File: config.mk
export PLATFORM = sky130hd
export DESIGN_NAME = bct_top
export DESIGN_NICKNAME = d
export VERILOG_FILES = /design/src/bct_pkg.sv /design/src/bct_sync_checker.sv /design/src/bct_top.sv
export SDC_FILE = /design/constraint.sdc
export NUM_CORES = 1
export LEC_CHECK = 0
export BUFFER_PORTS_ARGS = -buffer_cell sky130_fd_sc_hd__buf_2
export CAP_MARGIN = 30
export CORE_ASPECT_RATIO = 1.2
export CORE_MARGIN = 4
export CORE_UTILIZATION = 45
export DETAILED_ROUTE_END_ITERATION = 7
export GPL_ROUTABILITY_DRIVEN = 0
export PLACE_DENSITY = 0.63
export RECOVER_POWER = 100
export SYNTH_ARGS = -nofsm -noshare
export SYNTH_HDL_FRONTEND = slang
export SYNTH_HIERARCHICAL = 1
export SYNTH_SLANG_ARGS = --single-unit
File: constraint.sdc
create_clock -name clock -period 6.6 [get_ports clock]
set_clock_uncertainty 0.2 [all_clocks]
set_input_delay 0.33 -clock clock [delete_from_list [all_inputs] [get_ports clock]]
set_output_delay 0.33 -clock clock [all_outputs]
set_load 0.01 [all_outputs]
File: src/bct_pkg.sv
// bct_pkg: constants and carrier types for the bit error rate tester result logic
package bct_pkg;
	// host port geometry
	localparam int ADDR_W = 13;
	localparam int DATA_W = 8;
	// register offsets on the microprocessor port
	localparam logic [12:0] OFS_CONTROL = 13'h1104;
	localparam logic [12:0] OFS_BIT_B0 = 13'h1107;
	localparam logic [12:0] OFS_BIT_B1 = 13'h1108;
	localparam logic [12:0] OFS_BIT_B2 = 13'h1109;
	localparam logic [12:0] OFS_BIT_B3 = 13'h110A;
	localparam logic [12:0] OFS_ERR_B0 = 13'h110B;
	localparam logic [12:0] OFS_ERR_B1 = 13'h110C;
	localparam logic [12:0] OFS_ERR_B2 = 13'h110D;
	localparam logic [12:0] OFS_STATUS = 13'h110E;
	localparam logic [12:0] OFS_MASK = 13'h110F;
	// control register fields
	localparam int CTRL_REACQ_BIT = 0;
	localparam int CTRL_LOAD_BIT = 1;
	localparam int CTRL_W = 2;
	// status and mask field positions
	localparam int ST_SYNC = 0;
	localparam int ST_LOS = 1;
	localparam int ST_ZEROS = 2;
	localparam int ST_ONES = 3;
	localparam int ST_ECO = 4;
	localparam int ST_BCO = 5;
	localparam int ST_ERR = 6;
	localparam int STATUS_W = 7;
	localparam int COND_W = 4;
	// reset values
	localparam logic [7:0] RESET_BYTE = 8'h00;
	localparam logic [3:0] COND_RESET = 4'h2;
	// counter widths and run lengths
	localparam int BIT_CNT_W = 32;
	localparam int ERR_CNT_W = 24;
	localparam int RUN_LEN = 32;
	localparam int LOCK_RUN_LEN = 32;
	localparam int LOSS_WINDOW = 64;
	localparam int LOSS_ERRORS = 6;
	// host access request
	typedef struct packed
	{
		logic cs;
		logic rd;
		logic wr;
		logic [12:0] addr;
		logic [7:0] wdata;
	} bct_host_t;
	// one received bit with the pattern's expected bit
	typedef struct packed
	{
		logic valid;
		logic data;
		logic expected;
	} bct_rx_t;
endpackage

File: src/bct_sync_checker.sv
// bct_sync_checker: pattern lock search and loss detection for the receive checker
module bct_sync_checker
	import bct_pkg::*;
#(
	parameter int LOCK_RUN = LOCK_RUN_LEN,
	parameter int LOSS_WIN = LOSS_WINDOW,
	parameter int LOSS_ERR = LOSS_ERRORS
)
(
	input wire logic clock,
	input wire logic reset,
	input bct_rx_t rx,
	input wire logic reacquire,
	output logic locked,
	output logic search_enter,
	output logic bit_err,
	output logic bit_seen
);
	localparam int MW = $clog2(LOCK_RUN + 1);
	localparam int WW = $clog2(LOSS_WIN + 1);
	typedef enum logic {S_SEARCH, S_LOCK} bct_chk_state_t;
	bct_chk_state_t state_r;
	bct_chk_state_t state_nxt;
	logic [MW-1:0] match_r;
	logic [MW-1:0] match_nxt;
	logic [WW-1:0] win_r;
	logic [WW-1:0] win_nxt;
	logic [WW-1:0] errs_r;
	logic [WW-1:0] errs_nxt;
	logic mismatch;
	logic good_bit;
	logic lock_now;
	logic lose_now;
	logic win_end;

	// bit classification
	assign mismatch = rx.valid & (rx.data ^ rx.expected);
	assign good_bit = rx.valid & ~mismatch;
	assign locked = (state_r == S_LOCK);
	assign lock_now = ~locked & good_bit & (match_r == MW'(LOCK_RUN - 1));
	assign lose_now = locked & mismatch & (errs_r >= WW'(LOSS_ERR - 1));
	assign win_end = rx.valid & (win_r == WW'(LOSS_WIN - 1));
	assign search_enter = reacquire | lose_now;
	assign bit_err = locked & mismatch;
	assign bit_seen = locked & rx.valid;

	// next state and counters
	always_comb
	begin
		state_nxt = state_r;
		match_nxt = match_r;
		win_nxt = win_r;
		errs_nxt = errs_r;
		case (state_r)
			S_SEARCH:
			begin
				if (mismatch)
					match_nxt = '0;
				else if (good_bit)
					match_nxt = match_r + MW'(1);
				if (lock_now)
				begin
					state_nxt = S_LOCK;
					win_nxt = '0;
					errs_nxt = '0;
				end
			end
			S_LOCK:
			begin
				win_nxt = win_end ? '0 : (rx.valid ? win_r + WW'(1) : win_r);
				errs_nxt = win_end ? '0 : (mismatch ? errs_r + WW'(1) : errs_r);
				if (lose_now)
					state_nxt = S_SEARCH;
			end
			default:
				state_nxt = S_SEARCH;
		endcase
		if (reacquire)
			state_nxt = S_SEARCH;
		if (search_enter)
			match_nxt = '0;
	end

	// state registers
	always_ff @(posedge clock)
	begin
		if (reset)
		begin
			state_r <= S_SEARCH;
			match_r <= '0;
			win_r <= '0;
			errs_r <= '0;
		end
		else
		begin
			state_r <= state_nxt;
			match_r <= match_nxt;
			win_r <= win_nxt;
			errs_r <= errs_nxt;
		end
	end

	property p_lock_after_run;
		@(posedge clock) disable iff (reset)
		$rose(locked) |-> ($past(match_r) == MW'(LOCK_RUN - 1));
	endproperty
	a_lock_after_run: assert property (p_lock_after_run) else $error("lock without full matching run");

	property p_reacquire_drops;
		@(posedge clock) disable iff (reset)
		reacquire |=> !locked ##1 (!locked || $past(lock_now));
	endproperty
	a_reacquire_drops: assert property (p_reacquire_drops) else $error("lock kept after reacquire");
endmodule

File: src/bct_top.sv
// bct_top: bit error rate tester counters, latched status, mask and host registers
module bct_top
	import bct_pkg::*;
#(
	parameter int BIT_W = BIT_CNT_W,
	parameter int ERR_W = ERR_CNT_W,
	parameter int RUN = RUN_LEN
)
(
	input wire logic clock,
	input wire logic reset,
	input bct_host_t host,
	output logic [7:0] rd_data_r,
	input bct_rx_t rx,
	output logic irq
);
	localparam int RW = $clog2(RUN + 1);
	logic [CTRL_W-1:0] ctrl_r;
	logic [CTRL_W-1:0] ctrl_prev_r;
	logic [BIT_W-1:0] bit_cnt_r;
	logic [BIT_W-1:0] bit_snap_r;
	logic [ERR_W-1:0] err_cnt_r;
	logic [ERR_W-1:0] err_snap_r;
	logic [RW-1:0] ones_run_r;
	logic [RW-1:0] zeros_run_r;
	logic [COND_W-1:0] cond_prev_r;
	logic [STATUS_W-1:0] status_r;
	logic [STATUS_W-1:0] status_nxt;
	logic [STATUS_W-1:0] mask_r;
	logic [COND_W-1:0] cond_now;
	logic [COND_W-1:0] cond_edge;
	logic [STATUS_W-1:0] set_vec;
	logic [STATUS_W-1:0] level_vec;
	logic rd_strobe;
	logic wr_strobe;
	logic status_clr;
	logic load_pulse;
	logic reacq_pulse;
	logic locked;
	logic search_enter;
	logic bit_err;
	logic bit_seen;
	logic bit_wrap;
	logic err_wrap;
	logic all_ones;
	logic all_zeros;
	logic [7:0] rd_mux;

	// run length step, saturating at the run length
	function automatic logic [RW-1:0] bct_run_step(input logic [RW-1:0] run, input logic hit);
		bct_run_step = !hit ? '0 : ((run == RW'(RUN)) ? run : run + RW'(1));
	endfunction

	bct_sync_checker u_checker
	(
		.clock(clock),
		.reset(reset),
		.rx(rx),
		.reacquire(reacq_pulse),
		.locked(locked),
		.search_enter(search_enter),
		.bit_err(bit_err),
		.bit_seen(bit_seen)
	);

	// host strobes and control edges
	assign rd_strobe = host.cs & host.rd;
	assign wr_strobe = host.cs & host.wr;
	assign status_clr = rd_strobe & (host.addr == OFS_STATUS);
	assign load_pulse = ctrl_r[CTRL_LOAD_BIT] & ~ctrl_prev_r[CTRL_LOAD_BIT];
	assign reacq_pulse = ctrl_r[CTRL_REACQ_BIT] & ~ctrl_prev_r[CTRL_REACQ_BIT];

	// counter wrap and run conditions
	assign bit_wrap = bit_seen & (&bit_cnt_r);
	assign err_wrap = bit_err & (&err_cnt_r);
	assign all_ones = (ones_run_r == RW'(RUN));
	assign all_zeros = (zeros_run_r == RW'(RUN));

	// status sources: edges of conditions and one-shot events
	assign cond_now = {all_ones, all_zeros, ~locked, locked};
	assign cond_edge = cond_now ^ cond_prev_r;
	assign set_vec = {bit_err, bit_wrap, err_wrap, cond_edge[3], cond_edge[2],
		cond_edge[1] | search_enter, cond_edge[0]};
	assign level_vec = {3'h0, cond_now};
	// set wins over the read clear, a live condition stays latched
	assign status_nxt = (status_r & ~{STATUS_W{status_clr}}) | set_vec
		| ({STATUS_W{status_clr}} & level_vec);
	assign irq = |(status_r & mask_r);

	// read data selection, unmapped reads as zero
	assign rd_mux = (host.addr == OFS_CONTROL) ? {6'h00, ctrl_r} :
		(host.addr == OFS_BIT_B0) ? bit_snap_r[7:0] :
		(host.addr == OFS_BIT_B1) ? bit_snap_r[15:8] :
		(host.addr == OFS_BIT_B2) ? bit_snap_r[23:16] :
		(host.addr == OFS_BIT_B3) ? bit_snap_r[31:24] :
		(host.addr == OFS_ERR_B0) ? err_snap_r[7:0] :
		(host.addr == OFS_ERR_B1) ? err_snap_r[15:8] :
		(host.addr == OFS_ERR_B2) ? err_snap_r[23:16] :
		(host.addr == OFS_STATUS) ? {1'b0, status_r} :
		(host.addr == OFS_MASK) ? {1'b0, mask_r} : RESET_BYTE;

	// host registers
	always_ff @(posedge clock)
	begin
		if (reset)
		begin
			ctrl_r <= '0;
			ctrl_prev_r <= '0;
			mask_r <= '0;
			rd_data_r <= RESET_BYTE;
		end
		else
		begin
			ctrl_prev_r <= ctrl_r;
			if (wr_strobe && host.addr == OFS_CONTROL)
				ctrl_r <= host.wdata[CTRL_W-1:0];
			if (wr_strobe && host.addr == OFS_MASK)
				mask_r <= host.wdata[STATUS_W-1:0];
			if (rd_strobe)
				rd_data_r <= rd_mux;
		end
	end

	// running counts and load snapshots
	always_ff @(posedge clock)
	begin
		if (reset)
		begin
			bit_cnt_r <= '0;
			err_cnt_r <= '0;
			bit_snap_r <= '0;
			err_snap_r <= '0;
		end
		else if (load_pulse)
		begin
			bit_snap_r <= bit_cnt_r;
			err_snap_r <= err_cnt_r;
			bit_cnt_r <= BIT_W'(bit_seen);
			err_cnt_r <= ERR_W'(bit_err);
		end
		else
		begin
			bit_cnt_r <= bit_cnt_r + BIT_W'(bit_seen);
			err_cnt_r <= err_cnt_r + ERR_W'(bit_err);
		end
	end

	// run detectors and latched status
	always_ff @(posedge clock)
	begin
		if (reset)
		begin
			ones_run_r <= '0;
			zeros_run_r <= '0;
			cond_prev_r <= COND_RESET;
			status_r <= '0;
		end
		else
		begin
			if (rx.valid)
			begin
				ones_run_r <= bct_run_step(ones_run_r, rx.data);
				zeros_run_r <= bct_run_step(zeros_run_r, ~rx.data);
			end
			cond_prev_r <= cond_now;
			status_r <= status_nxt;
		end
	end

	property p_bit_wrap;
		@(posedge clock) disable iff (reset)
		bit_wrap |=> status_r[ST_BCO];
	endproperty
	a_bit_wrap: assert property (p_bit_wrap) else $error("bit overflow not flagged");

	property p_err_wrap;
		@(posedge clock) disable iff (reset)
		err_wrap |=> status_r[ST_ECO] && err_cnt_r == ERR_W'($past(load_pulse));
	endproperty
	a_err_wrap: assert property (p_err_wrap) else $error("error overflow not flagged");

	property p_err_only_locked;
		@(posedge clock) disable iff (reset)
		(!locked && !load_pulse) |=> $stable(err_cnt_r) && !(status_r[ST_ERR] && !$past(status_r[ST_ERR]));
	endproperty
	a_err_only_locked: assert property (p_err_only_locked) else $error("error counted out of lock");

	property p_ones_run;
		@(posedge clock) disable iff (reset)
		(rx.valid && rx.data && ones_run_r == RW'(RUN - 1)) |=> ##1 status_r[ST_ONES];
	endproperty
	a_ones_run: assert property (p_ones_run) else $error("all-ones run not flagged");

	property p_zeros_run;
		@(posedge clock) disable iff (reset)
		(rx.valid && !rx.data && zeros_run_r == RW'(RUN - 1)) |=> ##1 status_r[ST_ZEROS];
	endproperty
	a_zeros_run: assert property (p_zeros_run) else $error("all-zeros run not flagged");

	property p_search_flag;
		@(posedge clock) disable iff (reset)
		search_enter |=> status_r[ST_LOS];
	endproperty
	a_search_flag: assert property (p_search_flag) else $error("search entry not flagged");

	property p_cond_edge;
		@(posedge clock) disable iff (reset)
		(cond_edge != '0) |=> ((status_r[3:0] & $past(cond_edge)) == $past(cond_edge));
	endproperty
	a_cond_edge: assert property (p_cond_edge) else $error("condition edge not latched");

	property p_load;
		@(posedge clock) disable iff (reset)
		load_pulse |=> bit_snap_r == $past(bit_cnt_r) && err_snap_r == $past(err_cnt_r) && bit_cnt_r <= BIT_W'(1);
	endproperty
	a_load: assert property (p_load) else $error("load did not snapshot and clear");

	property p_hold;
		@(posedge clock) disable iff (reset)
		!status_clr |=> ((status_r & $past(status_r)) == $past(status_r));
	endproperty
	a_hold: assert property (p_hold) else $error("latched flag dropped without read");

	property p_mask_gate;
		@(posedge clock) disable iff (reset)
		(mask_r == '0) |-> !irq;
	endproperty
	a_mask_gate: assert property (p_mask_gate) else $error("masked flag raised interrupt");

	property p_top_bit;
		@(posedge clock) disable iff (reset)
		(rd_strobe && (host.addr == OFS_STATUS || host.addr == OFS_MASK)) |=> !rd_data_r[7];
	endproperty
	a_top_bit: assert property (p_top_bit) else $error("reserved top bit read nonzero");

	property p_byte_order;
		@(posedge clock) disable iff (reset)
		(rd_strobe && host.addr == OFS_BIT_B3 && !load_pulse) |=> rd_data_r == bit_snap_r[31:24];
	endproperty
	a_byte_order: assert property (p_byte_order) else $error("bit count top byte misplaced");
endmodule

# After elaboration in Yosys (flattened, before gate mapping)
# Index checks and enable logic that the tools add are counted.
totals:
  romBits: 0
  latch_bits: 0
  wordCells: 116
  in_bits: 29
  output_inout_bits: 9
  ramBits: 0
  register_bits: 175
  memories: 0
op_classes:
  add_sub_neg: 7
  n_bitwise: 29
  div_mod_pow: 0
  mux: 28
  magnitude_cmp: 1
  reduce_logical: 14
  multipliers: 0
  n_eq_ne: 19
  n_shift: 0
op_table:
  columns: ["cell", "count"]
  rows:
  - ["$eq A13 B13 Y1 const B", 10]
  - ["$mux W8", 8]
  - ["$mux W7", 7]
  - ["$mux W6", 6]
  - ["$add A32 B1 Y32", 1]
  - ["$reduce_and A32 Y1", 1]
  - ["$pmux W7 S2", 2]
  - ["$add A24 B1 Y24", 1]
  - ["$reduce_and A24 Y1", 1]
  - ["$add A6 B1 Y6 const B", 3]
  - ["$and A1 B1 Y1", 15]
  - ["$add A7 B1 Y7 const B", 2]
  - ["$and A7 B7 Y7", 2]
  - ["$or A7 B7 Y7", 2]
  - ["$eq A6 B6 Y1 const B", 2]
  - ["$reduce_and A2 Y1", 5]
  - ["$and A7 B4 Y7", 1]
  - ["$eq A7 B6 Y1 const B", 1]
  - ["$ge A7 B3 Y1 const B", 1]
  - ["$not A7 Y7", 1]
  - ["$reduce_or A7 Y1", 1]
  - ["$eq A6 B5 Y1 const B", 1]
  - ["$ne A3 B3 Y1 const B", 2]
  - ["$reduce_or A2 Y1", 3]
  - ["other kinds (10)", 19]

# Longest topological paths before layout
logic_depth:
  depth_word: 11
  depth_mapped: 10
  mapped_depth_nobuf: 9

# By module
# The synthesis kept the hierarchy.
modules_own_cells:
  columns: ["module", "n_inst", "area_each_um2", "seq_area_each_um2", "cells_per_inst"]
  rows:
  - ["bct_top", 1, 6955.4, 3083.0, 838]
  - ["bct_sync_checker", 1, 1144.8, 420.4, 133]

# Worst setup path before layout
# OpenSTA, ideal clock, no wires.
synth_path:
  path_type: "register to register"
  startpoint: "reg u_checker.state_r (netlist: u_checker/locked)"
  endpoint: "reg bit_cnt_r[30]"
  n_path_buf: 1
  stages_incl_launch_ff: 11
  setup_time_ns: 0.070
  setup_slack_ns: 3.920
  synth_period_minus_slack_ns: 2.680
  t_arrival_ns: 2.410
  t_required_ns: 6.330
  path_cell_list: "dfxtp_1 > nand2_1 > inv_1 > ha_1 > ha_1 > nand3_1 > or2_2 > clkbuf_1 > nor2_1 > or4b_1 > a21oi_1"
synth_via:
  elab_chain_cells: 2
synth_rtl:
  columns: ["element", "line", "rtl"]
  rows:
  - ["start, declared", "bct_sync_checker.sv:22", "bct_chk_state_t state_r;"]
  - ["start signal, assigned", "bct_sync_checker.sv:96", "state_r <= state_nxt;"]
  - ["$and A1 B1 Y1", "bct_sync_checker.sv:45", "assign bit_seen = locked & rx.valid;"]
  - ["via bit_seen", "bct_top.sv:42", "logic bit_seen;"]
  - ["$add A32 B1 Y32", "bct_top.sv:143", "bit_cnt_r <= bit_cnt_r + BIT_W'(bit_seen);"]
  - ["end signal, assigned", "bct_top.sv:138", "bit_cnt_r <= BIT_W'(bit_seen);"]
  - ["end signal, assigned", "bct_top.sv:143", null]
  - ["end, declared", "bct_top.sv:20", "logic [BIT_W-1:0] bit_cnt_r;"]
# The timed path passes the listed nets, and every way through them passes these cells.
# A chain may end at the register's enable or synchronous reset.

# Final worst setup path
layout_path:
  startpoint: "in host[18] (netlist bit)"
  endpoint: "reg mask_r[0]"
layout_via:
  elab_chain_cells: 2
layout_rtl:
  columns: ["element", "line", "rtl"]
  rows:
  - ["start, declared", "bct_top.sv:12", "input bct_host_t host,"]
  - ["$eq A13 B13 Y1", "bct_top.sv:117", "if (wr_strobe && host.addr == OFS_MASK)"]
  - ["$logic_and A1 B1 Y1", "bct_top.sv:117", null]
  - ["end signal, assigned", "bct_top.sv:118", "mask_r <= host.wdata[STATUS_W-1:0];"]
  - ["end, declared", "bct_top.sv:29", "logic [STATUS_W-1:0] mask_r;"]
# No other way between the ends.

==> impl_results.md <==
- Status: complete, but fails checks
- Failing checks: capacitance limit, slew limit
- Post-route ant nets: 0
- Top cells by area, synth: dfxtp_1, nand2_1, a21oi_1, nor2_1, xor2_1
- Top FF cell, synth: dfxtp_1
- Clk pwr share: 0.463
- Crit-path max FO: 8
- Longest Clk Path Bufs: 2
- Rows: 53
- Multi-input logic area: 4250 µm²
- P_leak: 0.00305 µW
- Simple-gate share of the synthesized area: 0.275
- Worst-skew pair later-pin latency: between 0.4 and 0.5 ns
- Vias per std cell: ~5.5
- Top cell type's share of synthesized area: 0.432
- Initial antenna violation count: 2
- Post-CTS setup buffers: 0
- WP data required: 6.70 ns
- Final wirelength: 19,400 µm
- DPL Wire Length: 13,400 µm
- Gate power share: 0.035
- Ports: 38
- Total Nets Final: a little over 1,000
- Final core occ: 0.511
- Number of enable flip-flop cells after synthesis: 0
- Adder-Cell Fraction of Synth Area: 0.0185
- Sw Ratio: 0.249
- Top cell types by occurrence after synthesis: nand2_1, dfxtp_1, nor2_1, a21oi_1, clkbuf_1
- First-pass GRT wire length: 32,500 µm
- Initial Util: 0.461
- Mux cell area share after synthesis: 0.0431
- Dpl ws: 3.47 ns
- CTS tree: yes
- Cell taking the most area after synthesis: dfxtp_1
- CP arrival: 3.79 ns
- Post-Syn Area: 8100 µm²
- Sequential share of the synthesized area: 0.432
- Min Hold Slack: 0.0546 ns
- TritonRoute pass-1 iters: 6
- RSZ-0062 raised after global routing: no
- GR Util met2: 0.328
- P per Cell Area: 235 nW/µm²
- Met1 usage: 0.268
- Root buffer cell: clkbuf_16
- Vias: 6,751
- NetSw: 525 µW
- Die W: 130 µm
- Placeable core region: about 18,000 µm²
- # clock sinks: 175
- Count of buffers from port buffering: 36
- VDD IR-drop max: 0.000187 V
- Post-Synth XOR/XNOR Area: 0.0595
- R2R depth: 4
- Register bit count reported by yosys: 175
- CTS buffer count: 17
- Most frequent cell after synthesis: nand2_1
- GRT Max-Usage Layer: met2
- H-Tree Depth: 4
- Final setup violation count: 0
- DIE AREA: 20,200 µm²
- Hold crit path type: primary input to flip-flop
- Hold Fails Final Rpt: 0
- Compound-Gate Fraction of Synth Area: 0.136
- Fin crit period: approximately 3.7 ns
- Initial DRC count: 517
- Residual DRC count: 0
- Startpoint Class: primary input
- Cell count after synthesis: 971
- Critical path endpoint category: flip-flop
- GRT overflow: 0
- Slew Viols, Final: ~130
- Total track usage: 0.201
- Pin count of the biggest net entering global routing: 64
- WL/cell: approximately 16 µm
- Register share of total power: 0.502
- Largest family of logic cells by synthesized area: simple AND/OR/NAND/NOR gates
- Maxcap violations: 3
- Avg Inst Size Synth: 8.34 µm²
- Reg clk slew, reported paths: 0.07 ns
- Hold-fix buffers, CTS: 7
- WHS Path Cells: 3
- Internal power: approximately 1600 µW
- Final setup TNS: 0 ns
- Post-synth cell types: 69
- Net count after synthesis: ~1,000
- Tcrit/Tclk final: 0.559
- Worst slew margin: -0.863
- Final setup margin: between 2 and 3 ns
- Layout cell share with drive strength beyond 1: 0.0909
- Area delta synth->final: 10.8%
- Actual slew at the worst max-slew pin: 2.79 ns
- Kind of critical path: primary input to flip-flop
- Resize count post-CTS: 0
- FF/Latch Area: roughly 3500 µm²
- Vias in the first global route: about 6,300
- Yosys warns: 6
- Met3 Track Usage GR: 0.0395
- Fill count: around 1,700
- Async set-reset flop share out of synthesis: 0
- Die Height: 155 µm
- Max Clock Freq: 271 MHz
[sequential cells by signal (all words and copies together), names as in the netlist, 2 cells and up]
signal and cells:
bit_cnt_r 32, bit_snap_r 32, cond_prev_r 4, ctrl_prev_r 2
ctrl_r 2, err_cnt_r 24, err_snap_r 24, mask_r 7
ones_run_r 6, rd_data_r 8, status_r 7, u_checker/errs_r 7
u_checker/match_r 6, u_checker/win_r 7, zeros_run_r 6
[routing by layer]
metal / share of wire / wire length, µm
met3: 0.043 / 839
met4: 0.014 / 269
met2: 0.49 / 9520
met1: 0.45 / 8810
met5: 0.00036 / 7
[logic make-up after synthesis]
family | Yosys count
fa+ha+maj | 12
compound gates | 178
mux | 24
buf+inv | 75
flops | 175
xor+xnor | 55
simple gates | 452
[power groups by stage]
stage,Clock (µW),Sequential (µW),Combinational [µW]
4_1_cts,996,1060,75.7
6_report,975,1060,72.7
3_3_place_gp,0,1080,70.4
2_1_floorplan,0,1080,46.1
3_5_place_dp,0,1080,72.0
5_1_grt,1040,1060,80.6
[through the flow]
stage	cell area, µm²	power [µW]	instances
2_1_floorplan	8100	1130	971
3_3_place_gp	8400	1150	1181
3_5_place_dp	8420	1160	1182
4_1_cts	9060	2130	1221
5_1_grt	8980	2180	1222
6_report	8980	2110	1222
[worst paths after layout]
check / slack (ns) / startpoint / to
worst min-delay path: 0.05 / rx[1] / ones_run_r[1]$_SDFFE_PP0P_
worst max register to register: 3.18 / ctrl_r[1]$_SDFFE_PP0P_ / bit_cnt_r[1]$_SDFF_PP0_
worst max-delay path: 2.91 / host[18] / mask_r[0]$_SDFFE_PP0P_
worst min register to register: 0.25 / bit_snap_r[4]$_SDFFE_PP0P_ / bit_snap_r[4]$_SDFFE_PP0P_
[layout by cell type, fill, tap and decap left out, types with 10 or more instances in the layout]
| master | n |
|---|---|
| a21oi_1 | 88 |
| and3_1 | 16 |
| buf_2 | 25 |
| clkbuf_1 | 12 |
| clkbuf_16 | 17 |
| dfxtp_1 | 175 |
| ha_1 | 12 |
| inv_1 | 26 |
| nand2_1 | 177 |
| nand2b_1 | 10 |
| nand3_1 | 35 |
| nand3b_1 | 10 |
| nand4_1 | 20 |
| nor2_1 | 92 |
| nor2b_1 | 11 |
| nor3_1 | 18 |
| nor4_1 | 14 |
| o21ai_0 | 36 |
| or3_1 | 10 |
| xnor2_1 | 26 |
| xor2_1 | 29 |
[area by class of cell]
type | count | share of cell area
multi-input combinational | 721 | 0.473
sequential | 175 | 0.390
clock buffer | 17 | 0.0474
timing repair buffer | 47 | 0.0307
tap | 220 | 0.0307
clock inverter | 15 | 0.0164
inverter | 26 | 0.0109
antenna | 1 | 0.000279
[worst max-delay path, cell delays in order]
cell     delay, ns
buf_2         0.09
nor4b_1       1.07
nand4_1       0.26
nor4_1        1.67
mux2i_1       0.31
nor2_1        0.06
No activity file was read; power rests on OpenSTA's default activity.
